<file path="src/verilog/pdsc_defines.svh">
// Purpose: constants for the precision divider sense control block
// Assumes: register index times four gives the wishbone byte address
// Notes:   definitions only
`ifndef PDSC_DEFINES_SVH
`define PDSC_DEFINES_SVH

// register indexes (byte address = index * 4)
`define PDSC_IDX_W          6
`define PDSC_IDX_ID         6'h00
`define PDSC_IDX_MODE       6'h08
`define PDSC_IDX_DIVCFG     6'h09
`define PDSC_IDX_STATUS     6'h0A

// reset values
`define PDSC_MODE_RST       6'h00
`define PDSC_DIVCFG_RST     8'h00
`define PDSC_ID_VAL         16'h0000

// mode register fields
`define PDSC_MODE_FAST_LSB  0
`define PDSC_MODE_A_LSB     2
`define PDSC_MODE_B_LSB     4

// divider config register fields
`define PDSC_CFG_A_RATIO_LSB 0
`define PDSC_CFG_A_EN_N_BIT  3
`define PDSC_CFG_B_RATIO_LSB 4
`define PDSC_CFG_B_EN_N_BIT  7

// ratio codes
`define PDSC_RATIO_64       3'h0
`define PDSC_RATIO_32       3'h1
`define PDSC_RATIO_16       3'h2
`define PDSC_RATIO_8        3'h3
`define PDSC_RATIO_ZERO     3'h6
`define PDSC_RATIO_OFF      3'h7

// output mode codes
`define PDSC_OM_BUF_SHIFT   2'h0
`define PDSC_OM_UNBUF       2'h1
`define PDSC_OM_BUF         2'h2
`define PDSC_OM_INTERNAL    2'h3

`endif

</file>
<file path="src/verilog/pdsc_pkg.sv">
// Purpose: shared types of the precision divider sense control block
// Assumes: numeric constants live in pdsc_defines.svh
// Notes:   none
package pdsc_pkg;

  typedef enum logic [1:0] {
    PDSC_DIV_RUN,
    PDSC_DIV_ZERO,
    PDSC_DIV_OFF
  } pdsc_div_state_e;

  typedef logic [2:0] pdsc_ratio_t;
  typedef logic [1:0] pdsc_mode_t;

endpackage : pdsc_pkg

</file>
<file path="src/verilog/pdsc_top.sv">
// Purpose: register file and control of the two precision sense dividers
// Assumes: an external serial-to-wishbone bridge owns the pins; flag is asynchronous
// Notes:   index 0 of the per-divider outputs is divider a, index 1 divider b
//
// Added by the designer: register access over Wishbone and the placing of the registers.
`timescale 1ns/10ps
`include "pdsc_defines.svh"
module pdsc_top #(
  parameter logic [15:0] ID_VALUE = `PDSC_ID_VAL // arbitrary value
) (
  // clock and reset
  input  wire logic                      clk,
  input  wire logic                      sys_rst,
  // wishbone slave
  input  wire logic                      wb_cyc_i,
  input  wire logic                      wb_stb_i,
  input  wire logic                      wb_we_i,
  input  wire logic [7:0]                wb_adr_i,
  input  wire logic [3:0]                wb_sel_i,
  input  wire logic [31:0]               wb_dat_i,
  output logic      [31:0]               wb_dat_o,
  output logic                           wb_ack_o,
  // analog status
  input  wire logic                      flyback_overtemp_flag,
  // precision divider controls, [0] = a, [1] = b
  output logic      [1:0][3:0]           prec_div_ratio_sel,
  output logic      [1:0]                prec_div_hv_path_en,
  output logic      [1:0]                prec_div_force_zero,
  output logic      [1:0]                prec_div_powered,
  output logic      [1:0]                prec_div_buf_en,
  output logic      [1:0]                prec_div_lvl_shift_en,
  output logic      [1:0]                prec_div_int_sense_sel,
  // internal sense outputs
  output logic                           prec_sense_a_flag_out,
  output logic                           fast_sense_b_temp_sel,
  output logic      [1:0]                fast_div_out_mode
);
  import pdsc_pkg::*;

  typedef struct packed {
    logic        ack;
    logic [31:0] dat;
    logic [5:0]  mode;
    logic [7:0]  cfg;
    logic        flag_out;
    logic        fast_temp;
  } pdsc_top_s;

  pdsc_top_s                 st_r;
  pdsc_top_s                 st_nxt;
  logic                      flag_sync;
  logic [`PDSC_IDX_W-1:0]    idx;
  logic                      req;
  logic [31:0]               rd_val;
  pdsc_ratio_t               ratio_f [2];
  pdsc_mode_t                mode_f  [2];
  logic                      en_n_f  [2];
  pdsc_div_state_e           div_st  [2];

  pdsc_sync2 u_flag_sync (
    .clk     (clk),
    .sys_rst (sys_rst),
    .d       (flyback_overtemp_flag),
    .q       (flag_sync)
  );

  // field split of the two configuration registers
  assign ratio_f[0] = st_r.cfg[`PDSC_CFG_A_RATIO_LSB +: 3];
  assign ratio_f[1] = st_r.cfg[`PDSC_CFG_B_RATIO_LSB +: 3];
  assign en_n_f[0]  = st_r.cfg[`PDSC_CFG_A_EN_N_BIT];
  assign en_n_f[1]  = st_r.cfg[`PDSC_CFG_B_EN_N_BIT];
  assign mode_f[0]  = st_r.mode[`PDSC_MODE_A_LSB +: 2];
  assign mode_f[1]  = st_r.mode[`PDSC_MODE_B_LSB +: 2];

  genvar g;
  generate
    for (g = 0; g < 2; g++) begin : g_div
      pdsc_div_ctrl u_div (
        .clk           (clk),
        .sys_rst       (sys_rst),
        .ratio         (ratio_f[g]),
        .out_mode      (mode_f[g]),
        .enable_n      (en_n_f[g]),
        .state         (div_st[g]),
        .ratio_sel     (prec_div_ratio_sel[g]),
        .hv_path_en    (prec_div_hv_path_en[g]),
        .force_zero    (prec_div_force_zero[g]),
        .powered       (prec_div_powered[g]),
        .buf_en        (prec_div_buf_en[g]),
        .lvl_shift_en  (prec_div_lvl_shift_en[g]),
        .int_sense_sel (prec_div_int_sense_sel[g])
      );
    end
  endgenerate

  assign idx = wb_adr_i[7:2];
  assign req = wb_cyc_i && wb_stb_i;

  // read mux; unmapped indexes read zero
  always_comb begin
    rd_val = 32'h0000_0000;
    case (idx)
      `PDSC_IDX_ID: begin
        rd_val[15:0] = ID_VALUE;
      end
      `PDSC_IDX_MODE: begin
        rd_val[5:0] = st_r.mode;
      end
      `PDSC_IDX_DIVCFG: begin
        rd_val[7:0] = st_r.cfg;
      end
      `PDSC_IDX_STATUS: begin
        rd_val[0] = flag_sync;
        rd_val[1] = (div_st[0] == PDSC_DIV_RUN);
        rd_val[2] = (div_st[0] == PDSC_DIV_ZERO);
        rd_val[3] = (div_st[0] == PDSC_DIV_OFF);
        rd_val[4] = (div_st[1] == PDSC_DIV_RUN);
        rd_val[5] = (div_st[1] == PDSC_DIV_ZERO);
        rd_val[6] = (div_st[1] == PDSC_DIV_OFF);
      end
      default: begin
        rd_val = 32'h0000_0000;
      end
    endcase
  end

  always_comb begin
    st_nxt = st_r;
    // fixed one-cycle answer: the port never stretches a transfer
    st_nxt.ack = req && !st_r.ack;
    st_nxt.dat = (req && !st_r.ack) ? rd_val : 32'h0000_0000;
    // write lands on the edge where the master sees ack
    if (req && st_r.ack && wb_we_i && wb_sel_i[0]) begin
      case (idx)
        `PDSC_IDX_MODE: begin
          st_nxt.mode = wb_dat_i[5:0];
        end
        `PDSC_IDX_DIVCFG: begin
          st_nxt.cfg = wb_dat_i[7:0];
        end
        default: begin
          st_nxt.mode = st_r.mode;
        end
      endcase
    end
    // flag only reaches pad a when the internal sense mode is picked
    st_nxt.flag_out  = (mode_f[0] == `PDSC_OM_INTERNAL) && flag_sync;
    st_nxt.fast_temp = (st_r.mode[`PDSC_MODE_FAST_LSB +: 2] == `PDSC_OM_INTERNAL);
  end

  always_ff @(posedge clk) begin
    if (sys_rst) begin
      // all zero: ratio /64, buffered level-shifted, both dividers enabled
      st_r      <= '0;
      st_r.mode <= `PDSC_MODE_RST;
      st_r.cfg  <= `PDSC_DIVCFG_RST;
    end else begin
      st_r <= st_nxt;
    end
  end

  assign wb_ack_o              = st_r.ack;
  assign wb_dat_o              = st_r.dat;
  assign prec_sense_a_flag_out = st_r.flag_out;
  assign fast_sense_b_temp_sel = st_r.fast_temp;
  assign fast_div_out_mode     = st_r.mode[`PDSC_MODE_FAST_LSB +: 2];

endmodule : pdsc_top

</file>
<file path="src/verilog/pdsc_sync2.sv">
// Purpose: two-flop synchroniser for one asynchronous level
// Assumes: d comes from outside the clk domain
// Notes:   first stage is read only by the second stage
`timescale 1ns/10ps
module pdsc_sync2 (
  // clock and reset
  input  wire logic clk,
  input  wire logic sys_rst,
  // level
  input  wire logic d,
  output logic      q
);
  import pdsc_pkg::*;

  typedef struct packed {
    logic ff1;
    logic ff2;
  } pdsc_sync_s;

  pdsc_sync_s st_r;
  pdsc_sync_s st_nxt;

  always_comb begin
    st_nxt     = st_r;
    st_nxt.ff1 = d;
    st_nxt.ff2 = st_r.ff1;
  end

  always_ff @(posedge clk) begin
    if (sys_rst) begin
      st_r <= '0;
    end else begin
      st_r <= st_nxt;
    end
  end

  assign q = st_r.ff2;

endmodule : pdsc_sync2

</file>
<file path="src/verilog/pdsc_div_ctrl.sv">
// Purpose: decode one precision divider's ratio, mode and enable into switch controls
// Assumes: inputs come from registers on clk
// Notes:   every output is a flop, one clock after the field changes
`timescale 1ns/10ps
`include "pdsc_defines.svh"
module pdsc_div_ctrl (
  // clock and reset
  input  wire logic                     clk,
  input  wire logic                     sys_rst,
  // fields
  input  wire pdsc_pkg::pdsc_ratio_t    ratio,
  input  wire pdsc_pkg::pdsc_mode_t     out_mode,
  input  wire logic                     enable_n,
  // controls
  output pdsc_pkg::pdsc_div_state_e     state,
  output logic [3:0]                    ratio_sel,
  output logic                          hv_path_en,
  output logic                          force_zero,
  output logic                          powered,
  output logic                          buf_en,
  output logic                          lvl_shift_en,
  output logic                          int_sense_sel
);
  import pdsc_pkg::*;

  typedef struct packed {
    pdsc_div_state_e st;
    logic [3:0]      sel;
    logic            path;
    logic            zero;
    logic            pwr;
    logic            buf_on;
    logic            shift;
    logic            intsel;
  } pdsc_div_s;

  pdsc_div_s st_r;
  pdsc_div_s st_nxt;

  always_comb begin
    st_nxt = st_r;
    // unused codes 100/101 fall back to power-down, the safe side
    if (enable_n || ratio == `PDSC_RATIO_OFF || (ratio[2] && !ratio[1])) begin
      st_nxt.st = PDSC_DIV_OFF;
    end else if (ratio == `PDSC_RATIO_ZERO) begin
      st_nxt.st = PDSC_DIV_ZERO;
    end else begin
      st_nxt.st = PDSC_DIV_RUN;
    end
    st_nxt.sel = '0;
    case (st_nxt.st)
      PDSC_DIV_RUN: begin
        st_nxt.sel = 4'h1 << ratio[1:0];
      end
      PDSC_DIV_ZERO: begin
        st_nxt.sel = '0;
      end
      default: begin
        st_nxt.sel = '0;
      end
    endcase
    st_nxt.path   = (st_nxt.st == PDSC_DIV_RUN);
    st_nxt.zero   = (st_nxt.st == PDSC_DIV_ZERO);
    st_nxt.pwr    = (st_nxt.st != PDSC_DIV_OFF);
    st_nxt.buf_on = st_nxt.pwr && (out_mode == `PDSC_OM_BUF_SHIFT
                                   || out_mode == `PDSC_OM_BUF);
    st_nxt.shift  = st_nxt.pwr && (out_mode == `PDSC_OM_BUF_SHIFT);
    st_nxt.intsel = (out_mode == `PDSC_OM_INTERNAL);
  end

  always_ff @(posedge clk) begin
    if (sys_rst) begin
      st_r <= '0;
    end else begin
      st_r <= st_nxt;
    end
  end

  assign state         = st_r.st;
  assign ratio_sel     = st_r.sel;
  assign hv_path_en    = st_r.path;
  assign force_zero    = st_r.zero;
  assign powered       = st_r.pwr;
  assign buf_en        = st_r.buf_on;
  assign lvl_shift_en  = st_r.shift;
  assign int_sense_sel = st_r.intsel;

endmodule : pdsc_div_ctrl

</file>
<file path="config.mk">
export PLATFORM = sky130hd
export DESIGN_NAME = pdsc_top
export DESIGN_NICKNAME = d
export VERILOG_FILES = /design/src/verilog/pdsc_pkg.sv /design/src/verilog/pdsc_top.sv /design/src/verilog/pdsc_sync2.sv /design/src/verilog/pdsc_div_ctrl.sv
export VERILOG_INCLUDE_DIRS = /design/src /design/src/verilog
export SDC_FILE = /design/constraint.sdc
export NUM_CORES = 1
export LEC_CHECK = 0
export BUFFER_PORTS_ARGS = -buffer_cell sky130_fd_sc_hd__buf_4
export CAP_MARGIN = 20
export CORE_AREA = 8 8 74 83
export CTS_CLUSTER_DIAMETER = 40
export DETAILED_ROUTE_END_ITERATION = 16
export DIE_AREA = 0 0 82 91
export PLACE_DENSITY = 0.77
export REMOVE_ABC_BUFFERS = 1
export SLEW_MARGIN = 20
export SYNTH_ARGS = -nofsm -noshare
export SYNTH_HDL_FRONTEND = slang
export SYNTH_HIERARCHICAL = 1
export SYNTH_SLANG_ARGS = --single-unit
</file>
<file path="constraint.sdc">
create_clock -name clk -period 1.2 [get_ports clk]
set_input_delay 0.06 -clock clk [delete_from_list [all_inputs] [get_ports clk]]
set_output_delay 0.06 -clock clk [all_outputs]
set_load 0.03 [all_outputs]
</file>
# Word-level counts from Yosys, hierarchy flattened

Cells that the tools add are included.

Output and inout port bits: 57
Bits of input ports: 50
Word-level logic and storage cells: 91
Bits in registers: 75

Multiplexer cells: 6
Shift-type cells: 2
Bitwise logic cells: 4
Equality and inequality tests: 20
Reductions and logical operators: 33

Operators by type and width:

| kind                  | count |
|---|---|
| $eq A6 B4 Y1 const B  | 3 |
| $pmux W6 S3           | 1 |
| $eq A2 B2 Y1 const B  | 7 |
| $eq A3 B3 Y1 const B  | 4 |
| $logic_and A1 B1 Y1   | 12 |
| $logic_not A2 Y1      | 6 |
| $eq A2 B1 Y1 const B  | 4 |
| $shl A1 B2 Y4 const A | 2 |
| $logic_or A1 B1 Y1    | 6 |
| $reduce_or A2 Y1      | 3 |
| $mux W2               | 2 |
| $ne A2 B2 Y1 const B  | 2 |
| $not A1 Y1            | 4 |
| $reduce_and A2 Y1     | 2 |
| $logic_not A1 Y1      | 3 |
| $reduce_or A3 Y1      | 1 |
| $mux W1               | 2 |
| $pmux W1 S2           | 1 |

# Logic depth before layout (Yosys ltp)

Depth in word-level cells: 7
Mapped depth: 4
Gate-level depth less buffers: 3

# By module

Netlist, hierarchy kept.

Modules (own cells, without submodules):

| module        | area an instance (um2) | cells each | instances | sequential area each (um2) |
|---|---|---|---|---|
| pdsc_top      | 1306.3                 | 131        | 1         | 500.5 |
| pdsc_div_ctrl | 352.8                  | 28         | 2         | 220.2 |
| pdsc_sync2    | 52.6                   | 4          | 1         | 40.0 |

# Worst setup path after synthesis

No wires, ideal clock.

Kind: reg2reg
Start point: register st_r, in the netlist wb_ack_o
End point: register st_r, in the netlist en_n_f[0]
Path slack: -0.139 ns
Path buffers: 1
Arrival: 1.267 ns
Data required time: 1.128 ns
Stages on the path, launching flop included: 5
Setup time: 0.072 ns
Period minus slack after synthesis: 1.339 ns
Path through: dfxtp_1 -> and4_1 -> and4_1 -> buf_6 -> mux2i_1

Longest elaborated chain between the ends: 4

RTL lines:

| element                            | RTL line        | source |
|---|---|---|
| from (decl)                        | pdsc_top.sv:49  | `pdsc_top_s st_r;` |
| from (signal assigned)             | pdsc_top.sv:158 | `st_r <= st_nxt;` |
| $logic_and A1 B1 Y1 (3 in series)  | pdsc_top.sv:133 | `if (req && st_r.ack && wb_we_i && wb_sel_i[0]) begin` |
| $reduce_and A2 Y1 (no source line) | --              |  |

No other way between the ends.
A chain may end at the register's enable or synchronous reset.

# Worst setup path after layout

Start point: register st_r, in the netlist wb_ack_o
End point: register st_r, in the netlist ratio_f[5]

Same word-level chain as after synthesis.

==> impl_metrics.tcl <==
set metrics [dict create \
    status "finished, final reports clean" \
    synth_edf_count 0 \
    synth.top_cells.by_count "sky130_fd_sc_hd__dfxtp_1 (49), sky130_fd_sc_hd__buf_4 (27), sky130_fd_sc_hd__nand2b_1 (22), sky130_fd_sc_hd__mux2i_1 (20), sky130_fd_sc_hd__nor2_1 (9)" \
    synth_largest_area_cell "sky130_fd_sc_hd__dfxtp_1" \
    synthMostInstantiatedCell "sky130_fd_sc_hd__dfxtp_1" \
    final_max_slew_viol_count 0 \
    final_cycle_share_pct 96.7 \
    setup_viols_final 0 \
    synth.cell_area_um2 2060 \
    synthToLayoutAreaGrowth_pct 25.7 \
    remaining_drc_errors 0 \
    max_clock_freq_mhz 862 \
    die-area_um2 7460 \
    hold_path_class "in -> reg" \
    tritoncts_clock_tree "yes" \
    postRouteWirelength_um 4220 \
    place.gp.congestion 0.719 \
    power.density_cell_area_nw_per_um2 1130 \
    drt.antenna.violating_nets 0 \
    yosysTopAreaCellShare_pct 47.5 \
    fp.dieH_um 91 \
    rsz0062_at_grt "true" \
    grt_antenna_before_repair 0 \
    yosysWarnings 6 \
    finClkSkew_ns 0.00846 \
    holdWs_ns 0.0236 \
    ios 107 \
    min_period_ns 1.16 \
    detail_route.iter0.violations 94 \
    grt_start_max_net_pins 23 \
    core_region_um2 4800 \
    worst_endpoint_data_arrival_time_ns 1.39 \
    num_vias 1439 \
    drive_above_1_share_pct 35.9 \
    timing.setup.tns_ns 0 \
    antenna_cells_inserted 0 \
    hold_viol_final 0 \
    globalRouteTotalUtil_pct 11.4 \
    timing_worst_setup_path_type "reg -> reg" \
    final_cell_area_um2 2590 \
    rows 27 \
    setup_slack_ns 0.0401 \
    synth_cell_type_count 37 \
    final_nets 305 \
    drv_cap 0 \
    cts.reportedPaths.clkPinSlew_ns 0.09 \
    postSynth.topFlopCell "sky130_fd_sc_hd__dfxtp_1" \
    post-place-ws_ns -0.0233 \
    cell_types_occupying_the_most_area_after_synthesis "sky130_fd_sc_hd__dfxtp_1 (48%), sky130_fd_sc_hd__buf_4 (9.8%), sky130_fd_sc_hd__mux2i_1 (9.7%)" \
    fill_cells 454 \
    synth.ff_latch_count 49 \
    tritoncts.num_buffers 5 \
    worst_ir_drop_vdd_v 0.000466 \
    initial_core_util_pct 43.0 \
    wire_per_inst_um 13.5 \
    synth.yosys.seq_area_share_pct 47.5 \
    viasPerCell 4.58 \
    cellLeakagePower_nw 1.19 \
    tritoncts_num_sinks 49 \
    first_pass_grt_wire_length_um 6790 \
    critical_path_rt_ns 1.43 \
    placed_wire_length_estimate_after_detailed_placement_um 3210 \
    die_x_um 82 \
    netlist_instances 191 \
    grt_pass1_vias 1405 \
    grt.overflow.total 0 \
    asyncSetResetFlopFracSynth_pct 0 \
    drt-pass1-iter-count 4 \
    syn_area_per_cell_um2 10.8 \
    path_max_fanout 8 \
    placedInstanceArea_um2 2490 \
    port_buffer_count 53 \
    cts_htree_levels 2 \
    cts.path.max_buffers 2 \
    crit_path_end_kind "flop" \
    worst_skew_pair.late_latency_ns 0.30 \
    clock_tree.root_cell "sky130_fd_sc_hd__clkbuf_8" \
    worst_setup_path_start_kind "flop" \
]
registers in the layout (all words and copies together), names as in the netlist, 2 cells and up:
signal                     flops
mode_f                         4
ratio_f                        6
g_div.u_div/int_sense_sel      2
g_div.u_div/lvl_shift_en       2
g_div.u_div/state              2
en_n_f                         2
g_div.u_div/buf_en             2
g_div.u_div/ratio_sel          8
wb_dat_o                       8
g_div.u_div/powered            2
g_div.u_div/hv_path_en         2
g_div.u_div/force_zero         2
fast_div_out_mode              2
power by group:
group / switching [mW] / leakage [nW] / internal [mW]
clock: 0.512 / 0.0385 / 0.413
combinational: 0.218 / 0.756 / 0.124
sequential: 0.00668 / 0.399 / 1.65
total: 0.737 / 1.19 / 2.18
cell families (layout without fill, tap and decap cells):
| group | after synthesis | count (layout) | synth area share [%] |
|---|---|---|---|
| simple gates | 69 | 69 | 24.6 |
| flops | 49 | 49 | 47.5 |
| buf+inv | 37 | 79 | 12.1 |
| mux | 20 | 20 | 9.70 |
| compound gates | 15 | 15 | 5.94 |
| other cells | 1 | 24 | 0.182 |
layer usage:
metal | global-route usage (%) | part of all wire, %
met5 | 0 | 0
met1 | 13.8 | 42
met3 | 3.65 | 8.2
met4 | 5.28 | 1.8
met2 | 17.7 | 48
worst max-delay path: stages, from the launching register on:
cell and delay (ns):
sky130_fd_sc_hd__dfxtp_2 0.36, sky130_fd_sc_hd__and4_4 0.22, sky130_fd_sc_hd__and4_4 0.22, sky130_fd_sc_hd__buf_12 0.13, sky130_fd_sc_hd__mux2i_1 0.17
cell usage in the layout, fill, tap and decap left out, types with 3 or more instances in the layout:
cell and count:
sky130_fd_sc_hd__buf_4 64, sky130_fd_sc_hd__mux2i_1 20, sky130_fd_sc_hd__conb_1 24, sky130_fd_sc_hd__nor4b_1 4, sky130_fd_sc_hd__nor2b_1 4, sky130_fd_sc_hd__nor2_1 9, sky130_fd_sc_hd__inv_1 3, sky130_fd_sc_hd__dfxtp_1 48
sky130_fd_sc_hd__clkbuf_8 5, sky130_fd_sc_hd__and3_1 5, sky130_fd_sc_hd__o21a_1 4, sky130_fd_sc_hd__nand2b_1 22
stage by stage:
| stage | power, mW | cells | utilization, % |
|---|---|---|---|
| CTS | 2.94 | 313 | 53.8 |
| detailed placement | 2.03 | 304 | 51.8 |
| global route | 3.05 | 314 | 54.1 |
| floorplan | 1.90 | 182 | - |
| finish | 2.92 | 314 | 54.1 |
| global placement | 2.02 | 304 | 51.8 |
cell type report:
cell class / count / area [um2] / share of cell area (%)
Clock buffer: 7 / 76.3 / 2.94
Clock inverter: 1 / 7.51 / 0.289
Inverter: 5 / 18.8 / 0.723
Multi-Input combinational cell: 128 / 927 / 35.7
Sequential cell: 49 / 982 / 37.8
Tap cell: 58 / 72.6 / 2.80
Timing Repair Buffer: 66 / 510 / 19.7
final timing paths:
check	start	to	slack, ns	cells past startpoint
worst min-delay path	wb_dat_i[7]	en_n_f[0]	0.02	3
worst max register to register	wb_ack_o	ratio_f[5]	0.04	4
worst min register to register	wb_ack_o	wb_ack_o	0.44	1
worst max-delay path	wb_ack_o	ratio_f[5]	0.04	4
timing repair:
action | 4_1_cts | 5_1_grt
hold endpoints to repair | 1 | 0
pin swaps | 0 | 2
cloned | 0 | 0
resized for setup | 1 | 3
hold buffers | 1 | 0
endpoints found under the setup margin | 8 | 22
setup buffers | 0 | 1
(Power assumes the default switching activity.)
